<file path="config.mk">
export PLATFORM = sky130hd
export DESIGN_NAME = ofc_txn_decoder
export DESIGN_NICKNAME = d
export VERILOG_FILES = /design/src/ofc_pkg.sv /design/src/ofc_txn_decoder.sv
export SDC_FILE = /design/constraint.sdc
export NUM_CORES = 1
export LEC_CHECK = 0
export BUFFER_PORTS_ARGS = -buffer_cell sky130_fd_sc_hd__buf_2
export CAP_MARGIN = 0
export CORE_ASPECT_RATIO = 1.5
export CORE_MARGIN = 1
export CORE_UTILIZATION = 61
export CTS_CLUSTER_SIZE = 8
export DETAILED_ROUTE_END_ITERATION = 16
export GPL_TIMING_DRIVEN = 0
export PLACE_DENSITY = 0.91
export SLEW_MARGIN = 20
export SYNTH_ARGS = -nofsm -noshare
export SYNTH_HDL_FRONTEND = slang
export SYNTH_SLANG_ARGS = --single-unit
</file>
<file path="constraint.sdc">
create_clock -name i_clk_sys -period 7.7 [get_ports i_clk_sys]
set_input_delay 0.385 -clock i_clk_sys [delete_from_list [all_inputs] [get_ports i_clk_sys]]
set_output_delay 0.385 -clock i_clk_sys [all_outputs]
set_load 0.02 [all_outputs]
</file>
<file path="src/ofc_pkg.sv">
/*
  constants, encodings and the state record of the octal transaction
  decoder. assumes the decoder and the bench are the only users; nothing here is
  clocked.
*/
package ofc_pkg;

  // transaction opcodes, first byte of the first command word
  localparam logic [7:0] OP_ARRAY_READ   = 8'h01;
  localparam logic [7:0] OP_ENTER_SPI    = 8'h02;
  localparam logic [7:0] OP_SOFT_RESET   = 8'h03;
  localparam logic [7:0] OP_DEEP_SLEEP   = 8'h04;
  localparam logic [7:0] OP_STATUS_READ  = 8'h05;
  localparam logic [7:0] OP_FLAG_CLEAR   = 8'h06;
  localparam logic [7:0] OP_POR_WRITE    = 8'h07;
  localparam logic [7:0] OP_POR_READ     = 8'h08;
  localparam logic [7:0] OP_ICFG_WRITE   = 8'h09;
  localparam logic [7:0] OP_ICFG_READ    = 8'h0A;
  localparam logic [7:0] OP_ISTAT_WRITE  = 8'h0B;
  localparam logic [7:0] OP_ISTAT_READ   = 8'h0C;
  localparam logic [7:0] OP_VCFGA_WRITE  = 8'h0D;
  localparam logic [7:0] OP_VCFGB_WRITE  = 8'h0E;
  localparam logic [7:0] OP_VCFGA_READ   = 8'h0F;
  localparam logic [7:0] OP_VCFGB_READ   = 8'h10;

  // command cycle counts
  localparam logic [2:0] CYC_ONE   = 3'h1;
  localparam logic [2:0] CYC_TWO   = 3'h2;
  localparam logic [2:0] CYC_THREE = 3'h3;
  localparam logic [2:0] CYC_FOUR  = 3'h4;
  localparam logic [2:0] CYC_NONE  = 3'h0;

  // status register zero masks
  localparam logic [7:0] SR0_SRST_CLR  = 8'h3B;
  localparam logic [7:0] SR0_FAIL_MASK = 8'h38;

  // values after reset
  localparam logic [7:0]  RST_SR0       = 8'h00;
  localparam logic [15:0] RST_POR_TIMER = 16'h0000;
  localparam logic [15:0] RST_ICFG      = 16'h0000;
  localparam logic [15:0] RST_ISTAT     = 16'h0000;
  localparam logic [15:0] RST_VCFG_A    = 16'h0000;
  localparam logic [15:0] RST_VCFG_B    = 16'h0000;
  localparam logic        RST_CTRL_EN   = 1'b1;

  // apb byte offsets
  localparam logic [11:0] A_IRQ_STS  = 12'h000;
  localparam logic [11:0] A_IRQ_CLR  = 12'h004;
  localparam logic [11:0] A_IRQ_EN   = 12'h008;
  localparam logic [11:0] A_CTRL     = 12'h00C;
  localparam logic [11:0] A_MODE     = 12'h010;
  localparam logic [11:0] A_POR      = 12'h014;
  localparam logic [11:0] A_ICFG     = 12'h018;
  localparam logic [11:0] A_ISTAT    = 12'h01C;
  localparam logic [11:0] A_VCFG_A   = 12'h020;
  localparam logic [11:0] A_VCFG_B   = 12'h024;

  // interrupt event bits and control bits
  localparam int IRQ_DONE  = 0;
  localparam int IRQ_BADOP = 1;
  localparam int IRQ_MODE  = 2;
  localparam int IRQ_SRST  = 3;
  localparam int IRQ_W     = 4;
  localparam int CTRL_EN_BIT      = 0;
  localparam int CTRL_RELEASE_BIT = 1;

  // power-on timer tick bounds, in ns and in system clocks
  localparam int CLK_PERIOD_NS     = 100;
  localparam int POR_TICK_MIN_NS   = 25000;
  localparam int POR_TICK_MAX_NS   = 42000;
  localparam int POR_TICK_MIN_CYC  =
    (POR_TICK_MIN_NS + CLK_PERIOD_NS - 1) / CLK_PERIOD_NS;
  localparam int POR_TICK_MAX_CYC  = POR_TICK_MAX_NS / CLK_PERIOD_NS;

  typedef enum logic [3:0] {
    LNK_IDLE = 4'b0001,
    LNK_CMD  = 4'b0010,
    LNK_RESP = 4'b0100,
    LNK_WAIT = 4'b1000
  } ofc_lnk_e;

  typedef enum logic [3:0] {
    MODE_OCTAL   = 4'b0001,
    MODE_OVERLAY = 4'b0010,
    MODE_SPI     = 4'b0100,
    MODE_SLEEP   = 4'b1000
  } ofc_mode_e;

  typedef struct packed {
    logic [2:0]        ck_sync;
    logic [1:0]        cs_sync;
    logic [7:0]        dq_s0;
    logic [7:0]        dq_s1;
    ofc_lnk_e          lnk;
    ofc_mode_e         mode;
    logic [7:0]        hi_byte;
    logic [2:0]        cyc;
    logic [7:0]        op;
    logic [7:0]        arg;
    logic [15:0]       rsp;
    logic              rsp_pend;
    logic              rsp_lo;
    logic [7:0]        dq_out;
    logic              dq_oe_n;
    logic [7:0]        arr_addr;
    logic              arr_ovl;
    logic              ex_done;
    logic [7:0]        ex_op;
    logic [15:0]       ex_word;
    logic [7:0]        sr0;
    logic [15:0]       por_timer;
    logic [15:0]       icfg;
    logic [15:0]       istat;
    logic [15:0]       vcfg_a;
    logic [15:0]       vcfg_b;
    logic              ctrl_en;
    logic [IRQ_W-1:0]  irq_sts;
    logic [IRQ_W-1:0]  irq_en;
    logic [31:0]       prdata;
    logic              pslverr;
    logic              irq;
  } ofc_state_s;

endpackage

</file>
<file path="src/ofc_txn_decoder.sv">
/*
  octal ddr transaction decoder of a serial flash, with apb register
  access and one level interrupt.
  assumes the link clock, chip select and data lines arrive from the
  host pins, slow against i_clk_sys, and that the array answers within the
  i_clk_sys cycle in which o_array_addr changes.
*/
`timescale 1ns/1ps

module ofc_txn_decoder (
  input  wire logic        i_clk_sys,
  input  wire logic        i_rst_n,
  input  wire logic        i_ck,
  input  wire logic        i_cs_n,
  input  wire logic [7:0]  i_dq,
  output logic      [7:0]  o_dq,
  output logic             o_dq_oe_n,
  output logic      [7:0]  o_array_addr,
  output logic             o_array_overlay,
  input  wire logic [15:0] i_array_data,
  input  wire logic [7:0]  i_sr0_set,
  input  wire logic        i_overlay_enter,
  output logic             o_spi_mode,
  output logic             o_deep_sleep,
  output logic             o_overlay,
  output logic      [7:0]  o_sr0,
  output logic      [15:0] o_poweron_timer,
  output logic      [15:0] o_vcfg_a,
  output logic      [15:0] o_vcfg_b,
  input  wire logic        i_psel,
  input  wire logic        i_penable,
  input  wire logic        i_pwrite,
  input  wire logic [11:0] i_paddr,
  input  wire logic [31:0] i_pwdata,
  output logic      [31:0] o_prdata,
  output logic             o_pready,
  output logic             o_pslverr,
  output logic             o_irq
);

  ofc_pkg::ofc_state_s s_q;
  ofc_pkg::ofc_state_s s_d;

  logic                     ck_rise;
  logic                     ck_fall;
  logic                     cs_hi;
  logic                     active;
  logic [7:0]               op_now;
  logic [2:0]               need;
  logic [2:0]               cyc_inc;
  logic [15:0]              word;
  logic [7:0]               sr0_clr;
  logic [ofc_pkg::IRQ_W-1:0] evt;
  logic [ofc_pkg::IRQ_W-1:0] irq_clr;
  logic                     apb_wr;

  function automatic logic [2:0] cycles_of(input logic [7:0] op);
    case (op)
      ofc_pkg::OP_ARRAY_READ,
      ofc_pkg::OP_SOFT_RESET,
      ofc_pkg::OP_FLAG_CLEAR:  cycles_of = ofc_pkg::CYC_ONE;
      ofc_pkg::OP_STATUS_READ: cycles_of = ofc_pkg::CYC_TWO;
      ofc_pkg::OP_ENTER_SPI,
      ofc_pkg::OP_DEEP_SLEEP:  cycles_of = ofc_pkg::CYC_THREE;
      ofc_pkg::OP_POR_WRITE,  ofc_pkg::OP_POR_READ,
      ofc_pkg::OP_ICFG_WRITE, ofc_pkg::OP_ICFG_READ,
      ofc_pkg::OP_ISTAT_WRITE, ofc_pkg::OP_ISTAT_READ,
      ofc_pkg::OP_VCFGA_WRITE, ofc_pkg::OP_VCFGB_WRITE,
      ofc_pkg::OP_VCFGA_READ, ofc_pkg::OP_VCFGB_READ:
        cycles_of = ofc_pkg::CYC_FOUR;
      default: cycles_of = ofc_pkg::CYC_NONE;
    endcase
  endfunction

  // read mux: bit 32 flags an unmapped or misaligned address
  function automatic logic [32:0] rd_mux(
    input logic [11:0]       addr,
    input ofc_pkg::ofc_state_s s
  );
    logic [32:0] r;
    r = {1'b0, 32'h00000000};
    case (addr)
      ofc_pkg::A_IRQ_STS: r[ofc_pkg::IRQ_W-1:0] = s.irq_sts;
      ofc_pkg::A_IRQ_CLR: r[31:0] = 32'h00000000;
      ofc_pkg::A_IRQ_EN:  r[ofc_pkg::IRQ_W-1:0] = s.irq_en;
      ofc_pkg::A_CTRL:    r[ofc_pkg::CTRL_EN_BIT] = s.ctrl_en;
      ofc_pkg::A_MODE:    r[15:0] = {s.sr0, 4'h0, s.mode};
      ofc_pkg::A_POR:     r[15:0] = s.por_timer;
      ofc_pkg::A_ICFG:    r[15:0] = s.icfg;
      ofc_pkg::A_ISTAT:   r[15:0] = s.istat;
      ofc_pkg::A_VCFG_A:  r[15:0] = s.vcfg_a;
      ofc_pkg::A_VCFG_B:  r[15:0] = s.vcfg_b;
      default:            r[32] = 1'b1;
    endcase
    rd_mux = r;
  endfunction

  always_comb
  begin
    s_d = s_q;
    // first sync stage feeds only the second
    s_d.ck_sync = {s_q.ck_sync[1], s_q.ck_sync[0], i_ck};
    s_d.cs_sync = {s_q.cs_sync[0], i_cs_n};
    s_d.dq_s0   = i_dq;
    s_d.dq_s1   = s_q.dq_s0;
    ck_rise = s_q.ck_sync[1] & ~s_q.ck_sync[2];
    ck_fall = ~s_q.ck_sync[1] & s_q.ck_sync[2];
    cs_hi   = s_q.cs_sync[1];
    active  = s_q.ctrl_en &&
              (s_q.mode == ofc_pkg::MODE_OCTAL ||
               s_q.mode == ofc_pkg::MODE_OVERLAY);
    op_now  = (s_q.cyc == 3'h0) ? s_q.hi_byte : s_q.op;
    need    = cycles_of(op_now);
    cyc_inc = 3'(s_q.cyc + 3'h1);
    word    = {s_q.hi_byte, s_q.dq_s1};
    sr0_clr = 8'h00;
    evt     = '0;
    irq_clr = '0;
    apb_wr  = 1'b0;
    s_d.ex_done = 1'b0;

    case (s_q.lnk)
      ofc_pkg::LNK_IDLE:
      begin
        if (!cs_hi && active)
        begin
          s_d.lnk = ofc_pkg::LNK_CMD;
          s_d.cyc = 3'h0;
        end
      end
      ofc_pkg::LNK_CMD:
      begin
        if (ck_rise)
        begin
          s_d.hi_byte = s_q.dq_s1;
        end
        else if (ck_fall)
        begin
          s_d.cyc = cyc_inc;
          if (s_q.cyc == 3'h0)
          begin
            s_d.op  = s_q.hi_byte;
            s_d.arg = s_q.dq_s1;
          end
          if (need == ofc_pkg::CYC_NONE)
          begin
            evt[ofc_pkg::IRQ_BADOP] = 1'b1;
            s_d.lnk = ofc_pkg::LNK_WAIT;
          end
          else if (cyc_inc == need)
          begin
            s_d.ex_done = 1'b1;
            s_d.ex_op   = op_now;
            s_d.ex_word = word;
            evt[ofc_pkg::IRQ_DONE] = 1'b1;
            s_d.lnk = ofc_pkg::LNK_WAIT;
            case (op_now)
              ofc_pkg::OP_ARRAY_READ:
              begin
                s_d.arr_addr = (s_q.cyc == 3'h0) ? s_q.dq_s1 : s_q.arg;
                s_d.arr_ovl  = (s_q.mode == ofc_pkg::MODE_OVERLAY);
                s_d.rsp_pend = 1'b1;
                s_d.lnk = ofc_pkg::LNK_RESP;
              end
              ofc_pkg::OP_ENTER_SPI:
              begin
                s_d.mode = ofc_pkg::MODE_SPI;
                evt[ofc_pkg::IRQ_MODE] = 1'b1;
              end
              ofc_pkg::OP_SOFT_RESET:
              begin
                sr0_clr = ofc_pkg::SR0_SRST_CLR;
                if (s_q.mode == ofc_pkg::MODE_OVERLAY)
                begin
                  s_d.mode = ofc_pkg::MODE_OCTAL;
                end
                evt[ofc_pkg::IRQ_SRST] = 1'b1;
              end
              ofc_pkg::OP_DEEP_SLEEP:
              begin
                s_d.mode = ofc_pkg::MODE_SLEEP;
                evt[ofc_pkg::IRQ_MODE] = 1'b1;
              end
              ofc_pkg::OP_STATUS_READ:
              begin
                s_d.rsp = {8'h00, s_q.sr0};
                s_d.lnk = ofc_pkg::LNK_RESP;
              end
              ofc_pkg::OP_FLAG_CLEAR: sr0_clr = ofc_pkg::SR0_FAIL_MASK;
              ofc_pkg::OP_POR_WRITE:   s_d.por_timer = word;
              ofc_pkg::OP_ICFG_WRITE:  s_d.icfg = word;
              ofc_pkg::OP_ISTAT_WRITE: s_d.istat = word;
              ofc_pkg::OP_VCFGA_WRITE: s_d.vcfg_a = word;
              ofc_pkg::OP_VCFGB_WRITE: s_d.vcfg_b = word;
              ofc_pkg::OP_POR_READ,
              ofc_pkg::OP_ICFG_READ,
              ofc_pkg::OP_ISTAT_READ,
              ofc_pkg::OP_VCFGA_READ,
              ofc_pkg::OP_VCFGB_READ:
              begin
                s_d.lnk = ofc_pkg::LNK_RESP;
                case (op_now)
                  ofc_pkg::OP_POR_READ:   s_d.rsp = s_q.por_timer;
                  ofc_pkg::OP_ICFG_READ:  s_d.rsp = s_q.icfg;
                  ofc_pkg::OP_ISTAT_READ: s_d.rsp = s_q.istat;
                  ofc_pkg::OP_VCFGA_READ: s_d.rsp = s_q.vcfg_a;
                  default:                s_d.rsp = s_q.vcfg_b;
                endcase
              end
              default: s_d.lnk = ofc_pkg::LNK_WAIT;
            endcase
          end
        end
      end
      ofc_pkg::LNK_RESP:
      begin
        // array word one cycle after address
        if (s_q.rsp_pend)
        begin
          s_d.rsp      = i_array_data;
          s_d.rsp_pend = 1'b0;
        end
        if (ck_rise)
        begin
          s_d.rsp_lo = 1'b1;
        end
        else if (ck_fall && s_q.rsp_lo)
        begin
          s_d.lnk = ofc_pkg::LNK_WAIT;
        end
      end
      ofc_pkg::LNK_WAIT: s_d.lnk = ofc_pkg::LNK_WAIT;
      default:           s_d.lnk = ofc_pkg::LNK_IDLE;
    endcase

    // deselect ends any frame, even a short one
    if (cs_hi)
    begin
      s_d.lnk      = ofc_pkg::LNK_IDLE;
      s_d.rsp_lo   = 1'b0;
      s_d.rsp_pend = 1'b0;
    end
    s_d.dq_oe_n = (s_d.lnk != ofc_pkg::LNK_RESP);
    s_d.dq_out  = s_d.rsp_lo ? s_d.rsp[7:0] : s_d.rsp[15:8];

    if (i_overlay_enter && s_d.mode == ofc_pkg::MODE_OCTAL)
    begin
      s_d.mode = ofc_pkg::MODE_OVERLAY;
    end

    // apb: read data prepared in setup, write at access
    if (i_psel && !i_penable)
    begin
      {s_d.pslverr, s_d.prdata} = rd_mux(i_paddr, s_q);
    end
    apb_wr = i_psel && i_penable && i_pwrite && !s_q.pslverr;
    if (apb_wr)
    begin
      case (i_paddr)
        ofc_pkg::A_IRQ_CLR: irq_clr = i_pwdata[ofc_pkg::IRQ_W-1:0];
        ofc_pkg::A_IRQ_EN:  s_d.irq_en = i_pwdata[ofc_pkg::IRQ_W-1:0];
        ofc_pkg::A_CTRL:
        begin
          s_d.ctrl_en = i_pwdata[ofc_pkg::CTRL_EN_BIT];
          if (i_pwdata[ofc_pkg::CTRL_RELEASE_BIT] &&
              s_q.mode != ofc_pkg::MODE_OCTAL)
          begin
            s_d.mode = ofc_pkg::MODE_OCTAL;
            evt[ofc_pkg::IRQ_MODE] = 1'b1;
          end
        end
        default: s_d.irq_en = s_q.irq_en;
      endcase
    end

    // hardware set wins over a clear in the same cycle
    s_d.sr0     = (s_q.sr0 & ~sr0_clr) | i_sr0_set;
    s_d.irq_sts = (s_q.irq_sts & ~irq_clr) | evt;
    s_d.irq     = |(s_d.irq_sts & s_d.irq_en);
  end

  always_ff @(posedge i_clk_sys or negedge i_rst_n)
  begin
    if (!i_rst_n)
    begin
      s_q           <= '0;
      s_q.cs_sync   <= 2'h3;
      s_q.lnk       <= ofc_pkg::LNK_IDLE;
      s_q.mode      <= ofc_pkg::MODE_OCTAL;
      s_q.dq_oe_n   <= 1'b1;
      s_q.sr0       <= ofc_pkg::RST_SR0;
      s_q.por_timer <= ofc_pkg::RST_POR_TIMER;
      s_q.icfg      <= ofc_pkg::RST_ICFG;
      s_q.istat     <= ofc_pkg::RST_ISTAT;
      s_q.vcfg_a    <= ofc_pkg::RST_VCFG_A;
      s_q.vcfg_b    <= ofc_pkg::RST_VCFG_B;
      s_q.ctrl_en   <= ofc_pkg::RST_CTRL_EN;
    end
    else
    begin
      s_q <= s_d;
    end
  end

  assign o_dq            = s_q.dq_out;
  assign o_dq_oe_n       = s_q.dq_oe_n;
  assign o_array_addr    = s_q.arr_addr;
  assign o_array_overlay = s_q.arr_ovl;
  assign o_spi_mode      = (s_q.mode == ofc_pkg::MODE_SPI);
  assign o_deep_sleep    = (s_q.mode == ofc_pkg::MODE_SLEEP);
  assign o_overlay       = (s_q.mode == ofc_pkg::MODE_OVERLAY);
  assign o_sr0           = s_q.sr0;
  assign o_poweron_timer = s_q.por_timer;
  assign o_vcfg_a        = s_q.vcfg_a;
  assign o_vcfg_b        = s_q.vcfg_b;
  assign o_prdata        = s_q.prdata;
  assign o_pready        = 1'b1;
  assign o_pslverr       = s_q.pslverr & i_psel & i_penable;
  assign o_irq           = s_q.irq;
endmodule // ofc_txn_decoder

</file>
==> results of run 1 <==
## layout make-up
cell class	instances	area, µm²
sequential	207	5190
multi-input combinational	598	4440
fill	1073	4230
buffer	148	977
timing repair buffer	164	933
clock buffer	38	759
tap	210	263
inverter	8	30.0
clock inverter	1	8.76
## path summary, 6_finish.rpt
path,from,to,slack [ns],depth (start not counted)
max in group asynchronous,i_rst_n,s_q[42],6.25,4
min in group asynchronous,i_rst_n,s_d[227],0.34,2
worst min register to register,s_d[234],s_q[234],0.34,0
worst min-delay path,i_sr0_set[4],o_sr0[4],0.04,2
worst max register to register,s_q[208],s_q[106],3.11,13
worst max-delay path,s_q[208],s_q[106],3.11,13
## logic make-up after synthesis
logic type / Yosys count / synth area share
other: 2 / 0.000710
flip-flops: 207 / 0.491
adder cells (fa/ha/maj): 2 / 0.00237
multiplexers: 171 / 0.176
AO/OA/AOI/OAI: 193 / 0.127
XOR/XNOR: 2 / 0.00166
AND/OR/NAND/NOR: 213 / 0.106
buffers and inverters: 156 / 0.0953
## report_power, final
part | switching [mW] | total, mW | internal [mW]
clock network | 0.439 | 1.11 | 0.672
logic | 0.0477 | 0.0763 | 0.0286
registers | 0.00715 | 1.10 | 1.10
## routing by layer
layer  part of all wire  wire length (µm)  up-vias  GRT usage
li1                   -                 -     3758          -
met1               0.35             10500     4160      0.407
met2               0.48             14700      616      0.563
met3              0.095              2870      190     0.0734
met4              0.075              2270        0      0.255
met5                  0                 0        -          0
## cell usage in the layout (no fill, tap or decap), types with 22 or more instances in the layout
master,instances
sky130_fd_sc_hd__clkbuf_1,38
sky130_fd_sc_hd__buf_2,156
sky130_fd_sc_hd__a22oi_1,42
sky130_fd_sc_hd__mux2_2,108
sky130_fd_sc_hd__nand2_1,58
sky130_fd_sc_hd__o21ai_0,22
sky130_fd_sc_hd__a21oi_1,45
sky130_fd_sc_hd__mux2i_1,53
sky130_fd_sc_hd__nor2_1,47
sky130_fd_sc_hd__buf_4,109
sky130_fd_sc_hd__dfrtp_1,201
sky130_fd_sc_hd__clkbuf_16,29
## state kept, by name, indices dropped and copies added (netlist names)
signal / count
cs_hi: 1
o_array_addr: 8
o_array_overlay: 1
o_dq: 8
o_dq_oe_n: 1
o_irq: 1
o_poweron_timer: 16
o_prdata: 16
o_sr0: 8
o_vcfg_a: 16
o_vcfg_b: 16
s_d: 11
s_q: 104
## per-stage QoR
stage	hold WS (ns)	power, mW
6_report	0.0395	2.29
5_1_grt	0.0359	2.35
4_1_cts	0.0302	2.29
3_5_place_dp	0.296	1.19
3_3_place_gp	0.333	1.19
2_1_floorplan	0.0894	1.14
## what timing repair did
item                       4_1_cts  5_1_grt
hold buffers                    11        0
buffers inserted                 0        0
hold endpoints to repair        49        0
setup endpoints to repair        0        0
==> metrics list, run 1 <==
* Minimum period implied by the final worst setup slack: between 4 and 5 ns
- STA classifies the critical path endpoint as a flop.
* Clock root buffer: sky130_fd_sc_hd__clkbuf_16
- During I/O placement, the number of pins put on the boundary was 196.
* Final Max Tran Viols: 0
- IR drop worst, VDD: 0.163 mV
* Critical Path AT: 5.01 ns
* Buffers on Ports: 150
- Walking the worst path, the cells encountered are inv_1, ha_1, nor2b_1, buf_1, nand3_1, a211oi_1, or4_1, clkbuf_1, nor4bb_1, clkbuf_1, nand3b_1, buf_2, mux2_2.
- Counting tap cells, the placed design contains a total of roughly 1,300 instances.
- Outcome: finished, final reports clean
- The worst setup path is launched from a flop.
- Data on the critical path is required at its endpoint by about 8 ns.
* Clock transition at the register clock pins on the worst setup and hold paths after CTS: 0.05 ns
* Area growth from synthesis to layout: 19.2%
- Class of the tightest hold or removal check: primary input to flop
- Placed instance area: roughly 0.012 mm²
- Drt first-iter violations: 995
- Entering global routing, the biggest net connects 83 pins.
- After floorplanning, the core was divided into 58 placement rows.
- Fraction of the yosys area taken by sequential cells: 0.491
* Hold Violations, Final: 0
- Biggest fanout along the worst timing path: 10
- Yosys attributes the largest share of cell area to sky130_fd_sc_hd__dfrtp_1 48%, sky130_fd_sc_hd__mux2_2 12%, sky130_fd_sc_hd__buf_4 7.7%, sky130_fd_sc_hd__mux2i_1 5.0%, sky130_fd_sc_hd__a22oi_1 3.0%.
- Die Footprint: 0.0179 mm²
* Clock tree buffer depth: 3
- First-pass iteration count of the detailed router: 8
- H-tree levels: 1
- The critical path in this run is classified as flop to flop.
* Post-placement setup slack: 3.37 ns
- Slowest stage cell, crit path: sky130_fd_sc_hd__a211oi_1
- Yosys instantiated no cell more often than sky130_fd_sc_hd__dfrtp_1.
- Share of layout cells above drive strength 1: 0.369
- Fraction of synthesis flops using an asynchronous set or reset pin: 1.00
- Unrepaired setup endpoints after global routing: false
* Ratio of routed vias to standard cells: 6.35
- Insertion delay of the later-clocked pin in the worst-skew pair: 0.53 ns
- The share of synthesized area in the top cell type comes to 0.476.
* CTS sink count: 207
- The congestion estimate from routability-driven global placement came to approximately 0.95.
- CP delay by family, top: buffers and inverters
- The first global-routing pass estimated about 46 mm of wire.
- Post-synthesis register bit count: 207
* Total inserted antenna cells: 0
- The number of different library cells used by synthesis comes to 63.
- Leakage power figure: ~6.5 nW
- Crit-path max cell delay: 0.67 ns
- Residual DRC count: 0
- After detailed routing, the average wire length per cell comes to 22.1 µm.
- Vertical die dimension: around 160 µm
- Commonest cells in the netlist: 201 x sky130_fd_sc_hd__dfrtp_1, 108 x sky130_fd_sc_hd__buf_4, 108 x sky130_fd_sc_hd__mux2_2
- Counting both buffers and inverters, the worst setup path holds a total of 5.
- The finished cells cover about 0.013 mm².
- Maximum operating frequency: 218 MHz
- Setup violations remaining at the end of the flow were counted as 0.
- Count of flip-flops with a built-in enable after synthesis: 0
* Combined area of all synthesized cells: 0.0106 mm²
- sky130_fd_sc_hd__dfrtp_1 takes more of the synthesized area than any other cell.
- Synth Area per Inst: 11.2 µm²
* Setup slack after layout: 3.11 ns
- In the final design database the tool counted 1,242 nets.
- After routing, the total negative slack on setup checks comes to 0 ns.
- Starting density of the core: 0.628
- After detailed routing, the total wire length is 30.3 mm.
- Part of the cycle the worst path needs: 0.597
* Overall routing resource usage: 0.349
- Placed wire-length estimate after detailed placement: 21.1 mm
* CTS tree: yes
- Normalized max-slew margin: 0.152
- # resized after CTS: 0
- The region available for standard cell placement spans 0.0168 mm².
- Via count of the routed design: 8,724
- Yosys printed 0 warnings.
* Post-layout util: 0.749
- Buffers inserted during clock tree synthesis total 29.
* Reported max-cap violation count: 0
* Top FF cell, synth: sky130_fd_sc_hd__dfrtp_1
- The finished layout holds 1,374 standard cells, fillers aside.
- Number of global-route vias before repair: 8,722
- DRT antenna net count: 0
* Die Wd: 109 µm
- Largest clock skew in the final design: 0.0144 ns
* Synth Instances: 946
- Power spread over the standard cell area amounts to 182 mW/mm².
- Cell with the most instances on the worst path: sky130_fd_sc_hd__clkbuf_1
- Antenna violations before repair: 0
- Congestion Overflow GR: 0
* Slew @ Worst Pin: 1.26 ns
Note: power is estimated with default switching activity, not from simulation.
==> run 2: changes to the inputs <==
Settings changed: CORE_UTILIZATION 61 to 51, PLACE_DENSITY 0.91 to 0.82.
Clock period 7.7 ns to 3.95 ns, I/O delays scaled along.
==> run 2 against run 1 <==
Net effect: via count about the same; die area up 19%; sequential power up 95%; maximum frequency up 19%; global-route usage down 5.9 points; clock skew down 0.0039 ns; register-to-register slack worse by 3.0 ns; combinational power up 110%; cell count up 5.5%; routed wire length up 1.3%; setup slack worse by 3.0 ns.
==> metrics list, run 2 (synthesis results as in run 1) <==
- Final GP Congestion: 0.938 (-0.98%)
- Placed wire-length estimate after detailed placement: 21.3 mm (+1.3%)
- The flip-flop count of the largest register after layout is 104 (unchanged).
* Overall routing resource usage: 0.290 (-0.0587)
- Slew @ Worst Pin: 1.13 ns (-0.136 ns)
- The worst setup path is captured at a flop.
* Clock tree buffer depth: 3 (unchanged)
- The number of fillers in the final layout came to 1,576 (+47%).
- The top cell types in the final layout, fill and taps aside, are 201 x sky130_fd_sc_hd__dfrtp_1, 153 x sky130_fd_sc_hd__buf_2, 120 x sky130_fd_sc_hd__buf_4.
* Vertical die dimension: 178 µm (+9.3%)
* Number of global-route vias before repair: 8,718 (-0.046%)
- The static leakage was 6.68 nW (+2.3%).
- Outcome: finished, final reports clean
* Worst reg2reg setup slack: 0.10 ns (-3.00 ns)
- The final max-slew violation count is 0 (unchanged).
- Power per cell area: 343 mW/mm² (+88%)
- The maximum clock frequency is 260 MHz (+19%).
* First-pass GRT wire length: 47.4 mm (+2.1%)
- Cts bufs inserted: 29 (unchanged)
* H-tree levels: 1 (unchanged)
- The effective utilization at floorplan came to 0.520 (-0.108).
- Share of layout cells above drive strength 1: 0.395 (+0.0252)
* Antenna violations before repair: 0 (unchanged)
- Hold Violations, Final: 0 (unchanged)
* CP required: 4.35 ns (-3.76 ns)
- The number of standard-cell rows in the floorplan was 64 (+10%).
- The number of clock sinks seen by CTS was 207 (unchanged).
- The ratio of final minimum period to clock period is 0.973 (+0.377).
- The number of top-level design ports is 196 (unchanged).
* CTS tree: yes
- The count of unresolved DRC violations after routing was 0 (unchanged).
- Post-Route WL: 30.7 mm (+1.3%)
* Normalized max-slew margin: 0.243 (+0.0912)
- CP Launch Type: flop
* Die Footprint: 0.0213 mm² (+19%)
- The antenna diode instance count is 0 (unchanged).
- The first-pass detailed-route iteration total came to 8 (unchanged).
- Minimum period implied by the final worst setup slack: 3.85 ns (-0.750 ns)
- Total power consumption of the routed design: 4.48 mW (+96%)
* Register ranked first by flip-flop count: s_q
- The die width came to 120 µm (+9.2%).
- Final count of negative-setup-slack endpoints: 0 (unchanged)
* Largest clock skew in the final design: 0.0105 ns (-0.00393 ns)
* Core Region: 0.0203 mm² (+21%)
- The worst setup path is of the flop to flop kind.
- The total grt overflow came to 0 (unchanged).
- Sum of negative setup slack: 0 ns (unchanged)
* Number of nets in the layout: 1,262 (+1.6%)
- The largest driver fanout on the critical path was 10 (unchanged).
- The tree is rooted in a sky130_fd_sc_hd__clkbuf_16.
- The final antenna-violating net count was 0 (unchanged).
- The insertion delay to the later sink of the worst-skew pair came to 0.53 ns (about the same).
- Buffers on Ports: 150 (unchanged)
- Drt first-iter violations: 1,014 (+1.9%)
- The data arrival time of the critical path was 4.25 ns (-0.76 ns).
* Maximum number of pins on one net before global-route repair: 103 (+24%)
* Class of the tightest hold or removal check: primary input to flop
- Ratio of routed vias to standard cells: 6.02 (-5.2%)
* Most common cell after layout, fill and taps aside: sky130_fd_sc_hd__dfrtp_1
- Area growth from synthesis to layout: 23.8%
- The register clock-pin slew on the reported worst setup and hold paths is 0.05 ns (about the same).
- Wire length per cell after detailed routing: 21.2 µm (-4.0%)
* Reported max-cap violation count: 0 (unchanged)
- Via count of the routed design: 8,725 (+0.011%)
- IR drop worst, VDD: 0.334 mV (+100%)
## run 2: routing by layer
metal | global-route usage | vias up | share of wire
li1 | - | 3785 | -
met1 | 0.338 | 4276 | 0.36
met2 | 0.502 | 528 | 0.50
met3 | 0.0512 | 136 | 0.086
met4 | 0.168 | 0 | 0.055
met5 | 0 | - | 0
## run 2: cell type report
type	count	area, µm²	share of cell area
Inverter	8	30.0	0.00229
Clock buffer	40	767	0.0586
Timing Repair Buffer	185	1120	0.0856
Buffer	147	991	0.0757
Sequential cell	207	5190	0.396
Tap cell	264	330	0.0252
Clock inverter	1	8.76	0.000669
Multi-Input combinational cell	598	4650	0.356
## run 2: stage by stage
step | util | hold slack [ns] | instance area, µm² | std cells | worst slack, ns
2_1_floorplan | - | -0.0981 | 10600 | 961 | 0.431
3_3_place_gp | 0.576 | 0.304 | 11700 | 1375 | -0.690
3_5_place_dp | 0.579 | 0.0381 | 11800 | 1378 | -0.411
4_1_cts | 0.636 | 0.0112 | 12900 | 1448 | 0.00628
5_1_grt | 0.644 | 0.0538 | 13100 | 1450 | -0.0119
6_report | 0.644 | 0.0151 | 13100 | 1450 | 0.105
## run 2: what timing repair did
item                                    4_1_cts  5_1_grt
pin swaps                                     3        3
resized for setup                            20       29
hold endpoints to repair                    138        0
endpoints found under the setup margin      116      105
setup buffers                                 6        3
hold buffers                                 23        0
## run 2: report_power, final
part           switching (mW)  internal [mW]  leakage [nW]  total, mW
clock network           0.855           1.32         0.375       2.17
logic                  0.0954         0.0635          3.59      0.159
registers              0.0144           2.14          2.72       2.15
total                   0.965           3.52          6.68       4.48
## run 2: path summary, 6_finish.rpt
kind,from,endpoint,cells after the start
hold / removal,i_array_data[2],s_q[178],3
max in group asynchronous,i_rst_n,o_sr0[7],4
setup / recovery,s_q[208],s_q[102],13
setup reg to reg,s_q[208],s_q[102],13
hold reg to reg,s_d[228],s_q[228],0
min in group asynchronous,i_rst_n,o_array_addr[5],2
## run 2: critical path, stage by stage, from the launching register on
cell and delay [ns]:
sky130_fd_sc_hd__dfrtp_1 0.44, sky130_fd_sc_hd__inv_1 0.07, sky130_fd_sc_hd__ha_1 0.26, sky130_fd_sc_hd__nor2b_1 0.17, sky130_fd_sc_hd__buf_2 0.21, sky130_fd_sc_hd__or3_1 0.32, sky130_fd_sc_hd__a22oi_1 0.28, sky130_fd_sc_hd__nor3_1 0.10
sky130_fd_sc_hd__or4_4 0.61, sky130_fd_sc_hd__nor4bb_2 0.20, sky130_fd_sc_hd__clkbuf_2 0.17, sky130_fd_sc_hd__nand3b_1 0.23, sky130_fd_sc_hd__clkbuf_4 0.30, sky130_fd_sc_hd__mux2_2 0.36
